File: config.mk
export PLATFORM = sky130hd
export DESIGN_NAME = i2cmr_top
export DESIGN_NICKNAME = d
export VERILOG_FILES = /design/src/i2cmr_pkg.sv /design/src/i2cmr_top.sv /design/src/i2cmr_fifo.sv
export SDC_FILE = /design/constraint.sdc
export NUM_CORES = 1
export LEC_CHECK = 0
export BUFFER_PORTS_ARGS = -buffer_cell sky130_fd_sc_hd__buf_4
export CORE_MARGIN = 1
export CORE_UTILIZATION = 31
export DETAILED_ROUTE_END_ITERATION = 7
export SETUP_SLACK_MARGIN = 0.3
export SYNTH_ARGS = -nofsm -noshare
export SYNTH_HDL_FRONTEND = slang
export SYNTH_HIERARCHICAL = 1
export SYNTH_SLANG_ARGS = --single-unit
File: constraint.sdc
create_clock -name clk -period 3.95 [get_ports clk]
set_input_delay 0.79 -clock clk [delete_from_list [all_inputs] [get_ports clk]]
set_output_delay 0.79 -clock clk [all_outputs]
set_load 0.05 [all_outputs]
File: src/i2cmr_pkg.sv
// Purpose: Shared constants and types for the I2C master byte receiver.
// Assumes: 40 MHz system clock, standard-mode SCL pacing.
// Notes: Timing counts are derived from times expressed in their own units.
package i2cmr_pkg;

  // ---------------------------------------------------------------
  // Timing
  // ---------------------------------------------------------------
  localparam int CLK_PERIOD_PS = 25000;
  localparam int SCL_HALF_NS = 5000;
  // A least time, so the cycle count rounds up.
  localparam int SCL_HALF_CYCLES = (SCL_HALF_NS * 1000 + CLK_PERIOD_PS - 1) / CLK_PERIOD_PS;

  // ---------------------------------------------------------------
  // Data path
  // ---------------------------------------------------------------
  localparam int DATA_W = 8;
  localparam int FIFO_DEPTH = 8;
  localparam logic [3:0] BIT_LAST_DATA = 4'h7;
  localparam logic [3:0] BIT_ADDR_ACK = 4'h8;
  localparam logic [3:0] BIT_FIRST = 4'h0;
  localparam logic [3:0] BIT_STEP = 4'h1;
  localparam logic [7:0] BYTE_ZERO = 8'h00;

  // ---------------------------------------------------------------
  // Sequencer states
  // ---------------------------------------------------------------
  typedef enum logic [5:0] {
    ST_IDLE  = 6'h01,
    ST_START = 6'h02,
    ST_ADDR  = 6'h04,
    ST_RECV  = 6'h08,
    ST_ACK   = 6'h10,
    ST_STOP  = 6'h20
  } i2cmr_state_e;

endpackage : i2cmr_pkg

File: src/i2cmr_top.sv
// Purpose: I2C master sequencer for start, address, byte reception, ack and stop.
// Assumes: Open-drain SDA/SCL; software drives one-cycle request pulses.
// Notes: Received bytes pass an 8-word FIFO before reaching the data buffer.
//
// Overview of operation
// - Buffer write during reception sets collision, dropped.
// - Start request; interrupt flag when start completes.
// - Address write starts shifting eight bits immediately.
// - Sample slave acknowledge into ack status.
// - Interrupt flag at end of ninth clock.
// - Receive enable clocks in one slave byte.
// - After eighth falling edge: interrupt and full.
// - Reading buffer clears buffer-full flag.
// - Software picks ack bit, then starts sequence.
// - Clock out ack bit, then interrupt flag.
// - Receive enable ignored unless port idle and FIFO has room.
// - After byte: clear enable, load, hold SCL.
// - Byte done while buffer full sets overflow.
`timescale 1ns/1ps
`default_nettype none
module i2cmr_top
  import i2cmr_pkg::*;
#(
  parameter int HALF_CYCLES = i2cmr_pkg::SCL_HALF_CYCLES,
  parameter int DEPTH = i2cmr_pkg::FIFO_DEPTH
) (
  input wire logic clk, // system clock, 40 MHz
  input wire logic nrst, // asynchronous reset, active low
  input wire logic buf_wr, // pulse: write to the data buffer
  input wire logic [i2cmr_pkg::DATA_W-1:0] buf_wdata, // address byte written
  input wire logic buf_rd, // pulse: read of the data buffer
  input wire logic start_req, // pulse: set start_condition_enable
  input wire logic receive_req, // pulse: set receive_enable_bit
  input wire logic ack_req, // pulse: set ack_sequence_enable
  input wire logic ack_response_bit, // 0 acknowledge, 1 not-acknowledge
  input wire logic stop_req, // pulse: request a stop condition
  input wire logic int_clear, // pulse: clear port_interrupt_flag
  input wire logic write_collision_flag_clear, // pulse: clear write_collision_flag
  input wire logic ovf_clear, // pulse: clear receive_overflow_flag
  input wire logic sda_in, // SDA line level
  output logic sda_out, // SDA drive value, always low
  output logic sda_oe_n, // SDA enable, low while pulling low
  input wire logic scl_in, // SCL line level
  output logic scl_out, // SCL drive value, always low
  output logic scl_oe_n, // SCL enable, low while pulling low
  output logic [i2cmr_pkg::DATA_W-1:0] serial_data_buffer, // received byte
  output logic buffer_full_flag, // buffer holds an unread byte
  output logic port_interrupt_flag, // sticky event flag
  output logic write_collision_flag, // sticky collision flag
  output logic receive_overflow_flag, // sticky overflow flag
  output logic ack_status_bit, // acknowledge bit sampled from the slave, 1 not-acknowledge
  output logic start_condition_enable, // start in progress
  output logic receive_enable_bit, // reception in progress
  output logic ack_sequence_enable, // ack sequence in progress
  output logic port_idle // sequencer idle
);
  import i2cmr_pkg::*;

  // ---------------------------------------------------------------
  // Pin synchronisers with agreement filter
  // ---------------------------------------------------------------
  logic [2:0] sda_sync;
  logic [2:0] scl_sync;
  logic sda_f;
  logic scl_f;
  logic next_sda_f;
  logic next_scl_f;

  always_comb
  begin
    next_sda_f = (sda_sync[1] == sda_sync[2]) ? sda_sync[2] : sda_f;
    next_scl_f = (scl_sync[1] == scl_sync[2]) ? scl_sync[2] : scl_f;
  end

  always_ff @(posedge clk or negedge nrst)
  begin
    if (!nrst)
    begin
      sda_sync <= 3'h7;
      scl_sync <= 3'h7;
      sda_f <= 1'b1;
      scl_f <= 1'b1;
    end
    else
    begin
      sda_sync <= {sda_sync[1:0], sda_in};
      scl_sync <= {scl_sync[1:0], scl_in};
      sda_f <= next_sda_f;
      scl_f <= next_scl_f;
    end
  end

  // ---------------------------------------------------------------
  // Receive FIFO and data buffer stage
  // ---------------------------------------------------------------
  logic push;
  logic fifo_in_ready;
  logic fifo_out_valid;
  logic fifo_out_ready;
  logic [DATA_W-1:0] fifo_out_data;
  logic [DATA_W-1:0] shreg;
  logic [DATA_W-1:0] push_data;

  i2cmr_fifo #(
    .WIDTH(DATA_W),
    .DEPTH(DEPTH)
  ) u_fifo (
    .clk(clk),
    .nrst(nrst),
    .in_valid(push),
    .in_ready(fifo_in_ready),
    .in_data(push_data),
    .out_valid(fifo_out_valid),
    .out_ready(fifo_out_ready),
    .out_data(fifo_out_data)
  );

  // ---------------------------------------------------------------
  // Sequencer
  // ---------------------------------------------------------------
  localparam logic [15:0] HALF_LAST = 16'(HALF_CYCLES - 1);

  i2cmr_state_e state;
  i2cmr_state_e next_state;
  logic [15:0] brg;
  logic [15:0] next_brg;
  logic hi;
  logic next_hi;
  logic tick;
  logic [3:0] bitcnt;
  logic [3:0] next_bitcnt;
  logic [DATA_W-1:0] next_shreg;
  logic sda_low;
  logic scl_low;
  logic next_sda_low;
  logic next_scl_low;
  logic [DATA_W-1:0] next_buffer;
  logic next_bf;
  logic next_pif;
  logic next_write_collision_flag;
  logic next_ovf;
  logic next_ack_status_bit;
  logic next_sen;
  logic next_receive_enable_bit;
  logic next_ack_sequence_enable;

  always_comb
  begin
    next_state = state;
    next_hi = hi;
    next_bitcnt = bitcnt;
    next_shreg = shreg;
    next_sda_low = sda_low;
    next_scl_low = scl_low;
    next_ack_status_bit = ack_status_bit;
    next_sen = start_condition_enable;
    next_receive_enable_bit = receive_enable_bit;
    next_ack_sequence_enable = ack_sequence_enable;
    push = 1'b0;
    push_data = {shreg[DATA_W-2:0], sda_f};
    // Clears first, so a set later in this process wins over a clear.
    next_pif = port_interrupt_flag && !int_clear;
    next_write_collision_flag = write_collision_flag && !write_collision_flag_clear;
    next_ovf = receive_overflow_flag && !ovf_clear;
    // The rate generator is suspended in idle and waits while a slave stretches SCL.
    tick = 1'b0;
    next_brg = brg;
    if (state == ST_IDLE)
    begin
      next_brg = '0;
    end
    else if (!(hi && !scl_f))
    begin
      tick = brg == HALF_LAST;
      next_brg = tick ? '0 : brg + 16'h0001;
    end
    case (state)
      ST_IDLE:
      begin
        next_hi = 1'b0;
        next_bitcnt = BIT_FIRST;
        if (start_req)
        begin
          next_sen = 1'b1;
          next_sda_low = 1'b1;
          next_state = ST_START;
        end
        else if (buf_wr)
        begin
          next_shreg = buf_wdata;
          next_sda_low = !buf_wdata[DATA_W-1];
          next_scl_low = 1'b1;
          next_state = ST_ADDR;
        end
        else if (receive_req && fifo_in_ready)
        begin
          next_receive_enable_bit = 1'b1;
          next_sda_low = 1'b0;
          next_scl_low = 1'b1;
          next_state = ST_RECV;
        end
        else if (ack_req)
        begin
          next_ack_sequence_enable = 1'b1;
          next_sda_low = !ack_response_bit;
          next_scl_low = 1'b1;
          next_state = ST_ACK;
        end
        else if (stop_req)
        begin
          next_sda_low = 1'b1;
          next_scl_low = 1'b1;
          next_state = ST_STOP;
        end
      end
      ST_START:
      begin
        if (tick)
        begin
          next_scl_low = 1'b1;
          next_sen = 1'b0;
          next_pif = 1'b1;
          next_state = ST_IDLE;
        end
      end
      ST_STOP:
      begin
        if (tick && !hi)
        begin
          next_scl_low = 1'b0;
          next_hi = 1'b1;
        end
        else if (tick)
        begin
          next_sda_low = 1'b0;
          next_pif = 1'b1;
          next_state = ST_IDLE;
        end
      end
      default:
      begin
        if (tick && !hi)
        begin
          next_scl_low = 1'b0;
          next_hi = 1'b1;
        end
        else if (tick)
        begin
          // End of the high phase: pull SCL low again; SDA is sampled for received bits and the address ack.
          next_scl_low = 1'b1;
          next_hi = 1'b0;
          next_bitcnt = bitcnt + BIT_STEP;
          if (state == ST_ADDR)
          begin
            next_shreg = {shreg[DATA_W-2:0], 1'b0};
            next_sda_low = (bitcnt < BIT_LAST_DATA) && !shreg[DATA_W-2];
            if (bitcnt == BIT_ADDR_ACK)
            begin
              next_ack_status_bit = sda_f;
              next_pif = 1'b1;
              next_sda_low = 1'b0;
              next_state = ST_IDLE;
            end
          end
          else if (state == ST_RECV)
          begin
            next_shreg = push_data;
            if (bitcnt == BIT_LAST_DATA)
            begin
              push = 1'b1;
              next_receive_enable_bit = 1'b0;
              next_pif = 1'b1;
              if (buffer_full_flag)
              begin
                next_ovf = 1'b1;
              end
              next_state = ST_IDLE;
            end
          end
          else
          begin
            next_ack_sequence_enable = 1'b0;
            next_sda_low = 1'b0;
            next_pif = 1'b1;
            next_state = ST_IDLE;
          end
        end
      end
    endcase
    if (buf_wr && state == ST_RECV)
    begin
      next_write_collision_flag = 1'b1;
    end
    // A read frees the buffer; a queued byte moves in one edge later, so the flag drops.
    fifo_out_ready = !buffer_full_flag;
    next_buffer = serial_data_buffer;
    next_bf = buffer_full_flag && !buf_rd;
    if (fifo_out_valid && fifo_out_ready)
    begin
      next_buffer = fifo_out_data;
      next_bf = 1'b1;
    end
  end

  always_ff @(posedge clk or negedge nrst)
  begin
    if (!nrst)
    begin
      state <= ST_IDLE;
      brg <= '0;
      hi <= 1'b0;
      bitcnt <= BIT_FIRST;
      shreg <= BYTE_ZERO;
      sda_low <= 1'b0;
      scl_low <= 1'b0;
      serial_data_buffer <= BYTE_ZERO;
      buffer_full_flag <= 1'b0;
      port_interrupt_flag <= 1'b0;
      write_collision_flag <= 1'b0;
      receive_overflow_flag <= 1'b0;
      ack_status_bit <= 1'b0;
      start_condition_enable <= 1'b0;
      receive_enable_bit <= 1'b0;
      ack_sequence_enable <= 1'b0;
      port_idle <= 1'b1;
      sda_oe_n <= 1'b1;
      scl_oe_n <= 1'b1;
      sda_out <= 1'b0;
      scl_out <= 1'b0;
    end
    else
    begin
      state <= next_state;
      brg <= next_brg;
      hi <= next_hi;
      bitcnt <= next_bitcnt;
      shreg <= next_shreg;
      sda_low <= next_sda_low;
      scl_low <= next_scl_low;
      serial_data_buffer <= next_buffer;
      buffer_full_flag <= next_bf;
      port_interrupt_flag <= next_pif;
      write_collision_flag <= next_write_collision_flag;
      receive_overflow_flag <= next_ovf;
      ack_status_bit <= next_ack_status_bit;
      start_condition_enable <= next_sen;
      receive_enable_bit <= next_receive_enable_bit;
      ack_sequence_enable <= next_ack_sequence_enable;
      port_idle <= next_state == ST_IDLE;
      sda_oe_n <= !next_sda_low;
      scl_oe_n <= !next_scl_low;
      sda_out <= 1'b0;
      scl_out <= 1'b0;
    end
  end
endmodule : i2cmr_top
`default_nettype wire

File: src/i2cmr_fifo.sv
// Purpose: Parameterised FIFO between the receive shifter and the data buffer.
// Assumes: Single clock; push and pop may happen in the same cycle.
// Notes: in_ready is low when full, out_valid is low when empty.
`timescale 1ns/1ps
`default_nettype none
module i2cmr_fifo #(
  parameter int WIDTH = 8,
  parameter int DEPTH = 8
) (
  input wire logic clk, // system clock
  input wire logic nrst, // asynchronous reset, active low
  input wire logic in_valid, // push request
  output logic in_ready, // room for one word
  input wire logic [WIDTH-1:0] in_data, // word pushed
  output logic out_valid, // a word is available
  input wire logic out_ready, // pop request
  output logic [WIDTH-1:0] out_data // oldest word
);
  localparam int AW = $clog2(DEPTH);

  logic [WIDTH-1:0] mem [DEPTH];
  logic [AW:0] wr_ptr;
  logic [AW:0] rd_ptr;
  logic [AW:0] next_wr_ptr;
  logic [AW:0] next_rd_ptr;
  logic push;
  logic pop;

  always_comb
  begin
    in_ready = (wr_ptr - rd_ptr) != (AW + 1)'(DEPTH);
    out_valid = wr_ptr != rd_ptr;
    out_data = mem[rd_ptr[AW-1:0]];
    push = in_valid && in_ready;
    pop = out_valid && out_ready;
    next_wr_ptr = push ? wr_ptr + (AW + 1)'(1) : wr_ptr;
    next_rd_ptr = pop ? rd_ptr + (AW + 1)'(1) : rd_ptr;
  end

  always_ff @(posedge clk or negedge nrst)
  begin
    if (!nrst)
    begin
      wr_ptr <= '0;
      rd_ptr <= '0;
    end
    else
    begin
      wr_ptr <= next_wr_ptr;
      rd_ptr <= next_rd_ptr;
    end
  end

  // Storage needs no reset; only words below the write pointer are read.
  always_ff @(posedge clk)
  begin
    if (push)
    begin
      mem[wr_ptr[AW-1:0]] <= in_data;
    end
  end
endmodule : i2cmr_fifo
`default_nettype wire

======== After elaboration in Yosys (flattened, before gate mapping) ========
Memories as Yosys holds them, arrays and structs flattened. A register that Yosys moved wholly into a read port is not among the register bits.
Index checks and enable logic that the tools add are counted.
Widths: inputs -> output; s select.
storage, ports and cells
  register bits ........................... 63
  memories ................................ 1
  memory bits (writable) .................. 64
  output and inout bits ................... 21
  input bits .............................. 22
  word-level logic and storage cells ...... 201
memory list
  memory      words  bits a word  rd ports  clocked after Yosys merged registers in  write ports  line              RTL
  u_fifo.mem  8      8            1         1                                        1            i2cmr_fifo.sv:21  logic [WIDTH-1:0] mem [DEPTH];
cells by class
  mux-type cells .......................... 101
  equal/unequal tests ..................... 26
  add/sub/neg operators ................... 5
  reduce and logical (&&, ||, !) cells .... 39
  magnitude comparators ................... 1
  bitwise operators ....................... 4
operators with widths
  cell                   number
  $mux 6                 13
  $mux 1                 67
  $mux 16                3
  $mux 7                 6
  $ne 2x2->1 const B     12
  $pmux 6 s3             1
  $reduce_and 9->1       2
  $add 16x1->16 const B  1
  $eq 16x8->1 const B    1
  $pmux 7 s2             1
  $logic_not 1->1        13
  $add 4x1->4 const B    3
  $eq 6x1->1 const B     2
  $pmux 1 s3             4
  $logic_and 1x1->1      11
  $reduce_and 3->1       3
  $mux 4                 2
  $pmux 4 s2             1
  $reduce_bool 2->1      4
  $eq 6x2->1 const B     1
  $eq 6x3->1 const B     1
  $eq 6x4->1 const B     1
  $eq 6x6->1 const B     1
  $pmux 1 s2             3
  14 further kinds       19

======== Longest topological paths before layout ========
  depth in word-level cells ............... 10
  mapped depth ............................ 13
  mapped depth without buffers ............ 11

======== Modules after synthesis ========
The synthesis kept the hierarchy.
by module, submodules not included
  module      instances  sequential area each (µm²)  cells an instance  area an instance (µm²)
  i2cmr_top   1          1591.5                      306                3130.5
  i2cmr_fifo  1          2122.0                      164                2966.6

======== Worst setup path before layout ========
OpenSTA, ideal clock, no wires.
  path kind ............................... flip-flop to flip-flop
  start point ............................. register brg[0]
  end point ............................... memory u_fifo.mem[2][0] (enable)
  stages on the path, launching flop included .. 8
  library setup time ...................... 395 ps
  required time ........................... 3555 ps
  arrival time ............................ 2807 ps
  clock period less this slack ............ 3201 ps
  setup slack ............................. 749 ps
  path buffers ............................ 0
  cell sequence ........................... dfrtp_1 ha_1 or4b_4 nor4_2 nand3_1 nor2_1 nand3_4 nor4_1
between the ends
  longest elaborated chain between the ends .. 9
  elaborated cells between the ends (all ways) .. 10
  classes of those cells .................. 1 x eq/ne; 7 x mux; 2 x reduce/logical
RTL lines
  item                                                line                                RTL
  start: declaration                                  i2cmr_top.sv:125                    logic [15:0] brg;
  start signal: assignment                            i2cmr_top.sv:334                    brg <= next_brg;
  $eq 16x8->1 (*)                                     i2cmr_top.sv:174                    tick = brg == HALF_LAST;
  $mux 1 (*)                                          i2cmr_top.sv:172                    else if (!(hi && !scl_f))
  $mux 1 (*)                                          i2cmr_top.sv:168                    if (state == ST_IDLE)
  $mux 1 / $logic_and 1x1->1 (equally long branches)  i2cmr_top.sv:247, i2cmr_top.sv:242
  $mux 1 (*)                                          i2cmr_top.sv:242                    if (tick && !hi)
  $mux 1 (*)                                          i2cmr_top.sv:177                    case (state)
  via push                                            i2cmr_top.sv:96                     logic push;
  $logic_and 1x1->1 (*)                               i2cmr_fifo.sv:34                    push = in_valid && in_ready;
  $mux 1 (*)                                          i2cmr_fifo.sv:57                    if (push)
  $mux 1 (not written as such) (*)                    i2cmr_fifo.sv:59                    mem[wr_ptr[AW-1:0]] <= in_data;
  end: declaration                                    i2cmr_fifo.sv:21
The timed path passes the listed nets; every way through them passes the cells marked *.

======== Worst setup path after layout ========
  start point ............................. register u_fifo.rd_ptr[1]
  end point ............................... register port_idle
between the ends
  longest elaborated chain between the ends .. 8
RTL lines
  item                      line              RTL
  start: declaration        i2cmr_fifo.sv:23  logic [AW:0] rd_ptr;
  start signal: assignment  i2cmr_fifo.sv:50  rd_ptr <= next_rd_ptr;
  $sub 4x4->4               i2cmr_fifo.sv:31  in_ready = (wr_ptr - rd_ptr) != (AW + 1)'(DEPTH);
  $ne 4x4->1                i2cmr_fifo.sv:31
  via fifo_in_ready         i2cmr_top.sv:97   logic fifo_in_ready;
  $logic_and 1x1->1         i2cmr_top.sv:195  else if (receive_req && fifo_in_ready)
  $mux 6                    i2cmr_top.sv:195
  $mux 6                    i2cmr_top.sv:188  else if (buf_wr)
  $mux 6                    i2cmr_top.sv:182  if (start_req)
  $pmux 6 s3                i2cmr_top.sv:177
  $eq 6x1->1                i2cmr_top.sv:349  port_idle <= next_state == ST_IDLE;
  end signal: assignment    i2cmr_top.sv:325  port_idle <= 1'b1;
  end signal: assignment    i2cmr_top.sv:349
  end: declaration          i2cmr_top.sv:55   output logic port_idle
The timed path passes the listed nets, and every way through them passes these cells.
A chain may end at the register's enable or synchronous reset.

==> impl_metrics.csv <==
group,metric,value,unit
run_status,status,"complete, no violations",
global_routing,antenna_found_initial,0,
placement,finalWeightedCongestion,0.8499,
timing,fin_setup_tns,0,ps
timing,tightest_slew,911.1,ps
clock_tree,cts_root_buf,"clkbuf_16",
synthesis,syn_area,0.006097,mm2
hold_path,min_from,"scl_sync[0]$_DFF_PN1_",
critical_path,arrival,3540,ps
timing,fmax,308.0,MHz
cells_and_area,utilization,38.41,%
timing,setup_violations,0,
timing,slew_headroom,39.26,%
cells_and_area,syn_to_final_growth,19.80,%
pwr,p_leak,2.812,nW
critical_path,setup.worst_path.class,"flip-flop to flip-flop",
critical_path,reg2reg_slack,700,ps
clock_tree,insertion_delay,420,ps
cells_and_area,fill_cells,1855,
global_routing,grt_pass1_vias,4139,
timing,rsz0062_at_grt,"no",
floorplanning,ios,43,
route,first_pass_iters,5,
pwr,powerDensity,536.1,mW/mm2
timing,drv_slew,0,
placement,hpwlAfterDp,9524,um
timing,fin_skew,10.27,ps
synthesis,synth_most_common_cell,"edfxtp_1",
placement,portBuffers,40,
route,drt_iter0_markers,400,
floorplanning,die_height,142.2,um
route,wl_per_cell,17.23,um
synthesis,ys_seq_elements,135,
floorplanning,die_w,142.2,um
clock_tree,cts.sinks,135,
critical_path,path_cells,"inv_1, ha_1, nand2b_1, a21oi_1, a32o_1, nand3_1, a21oi_1, nand3_1, nand2_1, a21boi_1, a2111oi_0",
synthesis,synth_top_cell_by_area,"edfxtp_1",
clock_tree,h-tree-depth,4,
global_routing,overflow,0,
synthesis,yosysSeqAreaShare,60.91,%
critical_path,cp_slowest_stage_delay,820,ps
clock_tree,cts_buffer_depth,2,
synthesis,synth_edf_count,64,
cells_and_area,fin_area,0.007305,mm2
synthesis,ys_warn_count,6,
clock_tree,cts_hold_buf,0,
critical_path,critPathLaunch,"u_fifo/rd_ptr[1]$_DFFE_PN0P_",
route,met3_length,590,um
synthesis,yosys.cell_types.count,69,
global_routing,grt_start_max_net_pins,72,
hold_path,hold_path_class,"flip-flop to flip-flop",
floorplanning,die-area,0.02023,mm2
route,drc,0,
route,viasPerCell,5.065,
synthesis,postSynth.asyncResetShare,52.59,%
critical_path,cp_max_fo,20,
run,drv_cap,0,
placement,pre_cts_slack,830.5,ps
synthesis,synthTopCellsByCount,"edfxtp_1 (64), dfrtp_1 (59), nand2_1 (57)",
synthesis,netlist.area_leader.share,31.52,%
clock_tree,cts_setup_buffers,0,
timing,hold_slack,354.6,ps
critical_path,critPathSlowestCell,"dfrtp_1",
floorplanning,start_util,32.06,%
synthesis,avgSynthCellArea,12.97,um2
cells_and_area,final_nets,553,
cells_and_area,drive_gt1_share,24.25,%
critical_path,r2r_start,"u_fifo/rd_ptr[1]$_DFFE_PN0P_",
placement,placed_cell_area,0.006705,mm2
critical_path,end_kind,"flip-flop",
floorplanning,rows,50,
critical_path,crit_path_start_kind,"flip-flop",
route,drt-met1-wl,6219,um
route,top_layer,"met4",
synthesis,synth_ff_type,"edfxtp_1",
pwr,peakVddDrop,0.3400,mV
timing,final.min_clock_period,3247,ps
timing,finalWorstSetupSlack,703.5,ps
synthesis,synth_cells,470,
clock_tree,cts_buffers,17,
cells_and_area,diodes,0,
timing,hold_viol_final,0,
timing,finalCritPeriodShare,82.19,%
floorplanning,core_area,0.01902,mm2
clock_tree,cts_resized,0,
route,detail-route-antenna-nets,0,
clock_tree,clk_pin_slew,60,ps
global_routing,grt_usage,14.86,%
global_routing,grt_pass1_wl,22510,um
route,wl_met2,6743,um
route,vias,4032,
synthesis,synth.area.top_cells,"edfxtp_1 (32%), dfrtp_1 (24%), mux4_2 (5.9%)",
clock_tree,cts_tree,"yes",
route,wl,13710,um
critical_path,cp.required,4240,ps
-- state kept, by name (all words and copies together) (netlist names), 4 cells and up --
signal	count
u_fifo/mem	64
brg	16
serial_data_buffer	8
shreg	7
state	6
bitcnt	4
u_fifo/rd_ptr	4
u_fifo/wr_ptr	4
-- through the flow --
step / instances / total power, mW
3_5_place_dp: 764 / 2.333
5_1_grt: 796 / 4.100
3_3_place_gp: 764 / 2.311
4_1_cts: 796 / 3.954
6_report: 796 / 3.916
2_1_floorplan: 471 / 2.140
-- cells in the final DEF, fill, tap and decap left out, drive strengths merged, types with 4 or more instances in the layout --
cell type,instances
nor2,33
nand2,57
dfstp,12
clkbuf,20
edfxtp,64
clkinv,6
a21oi,7
and2,4
nor3,10
o21ai,11
ha,8
buf,49
xnor2,16
dfrtp,59
nand3,18
inv,17
nand4,11
nor4,17
nor2b,4
xor2,5
mux2,12
mux4,16
a31oi,10
nand2b,7
a21o,4
-- layout make-up --
cell class | instances | area (um2) | share of cell area (%)
Sequential cell | 135 | 3714 | 50.84
Clock inverter | 12 | 152.6 | 2.090
Inverter | 16 | 60.06 | 0.8222
Multi-Input combinational cell | 304 | 2238 | 30.64
Timing Repair Buffer | 49 | 367.9 | 5.036
Tap cell | 260 | 325.3 | 4.454
Clock buffer | 20 | 446.7 | 6.115
-- logic make-up after synthesis --
family	count (synthesis)	share of synthesized area, %
and+or+nand+nor	183	15.95
DFF	135	60.91
AOI/OAI and AO/OA	59	7.100
buffers and inverters	32	2.442
muxes	28	8.188
xor gates and xnor gates	22	3.386
adders and majority gates	10	1.970
other	1	0.06150
-- final timing paths --
path                                                     end  cells after the start
max in group asynchronous                brg[10]$_DFFE_PN0P_                      1
max reg2reg                              port_idle$_DFF_PN1_                     11
max                                      port_idle$_DFF_PN1_                     11
min in group asynchronous  serial_data_buffer[3]$_DFFE_PN0P_                      1
min reg2reg                            scl_sync[1]$_DFF_PN1_                      0
min                                    scl_sync[1]$_DFF_PN1_                      0
-- worst max-delay path: cells and delay by family (launching register included) --
kind	cells	cell delay [ps]
AOI/OAI and AO/OA	5	1260
DFF	1	820
and+or+nand+nor	4	540
adders and majority gates	1	380
buffers and inverters	1	110
-- where the power goes --
part           switching [mW]  internal (mW)  total (mW)
clock                   0.600           1.01        1.61
sequential              0.184           1.64        1.82
combinational           0.285          0.199       0.484
total                    1.07           2.85        3.92
-- metal layers --
layer / vias to the layer above / GRT usage [%]
met3: 11 / 4.307
met1: 2036 / 18.98
met5: - / 0
li1: 1870 / -
met2: 115 / 23.97
met4: 0 / 5.320
Note: power is estimated with default switching activity, not from simulation.
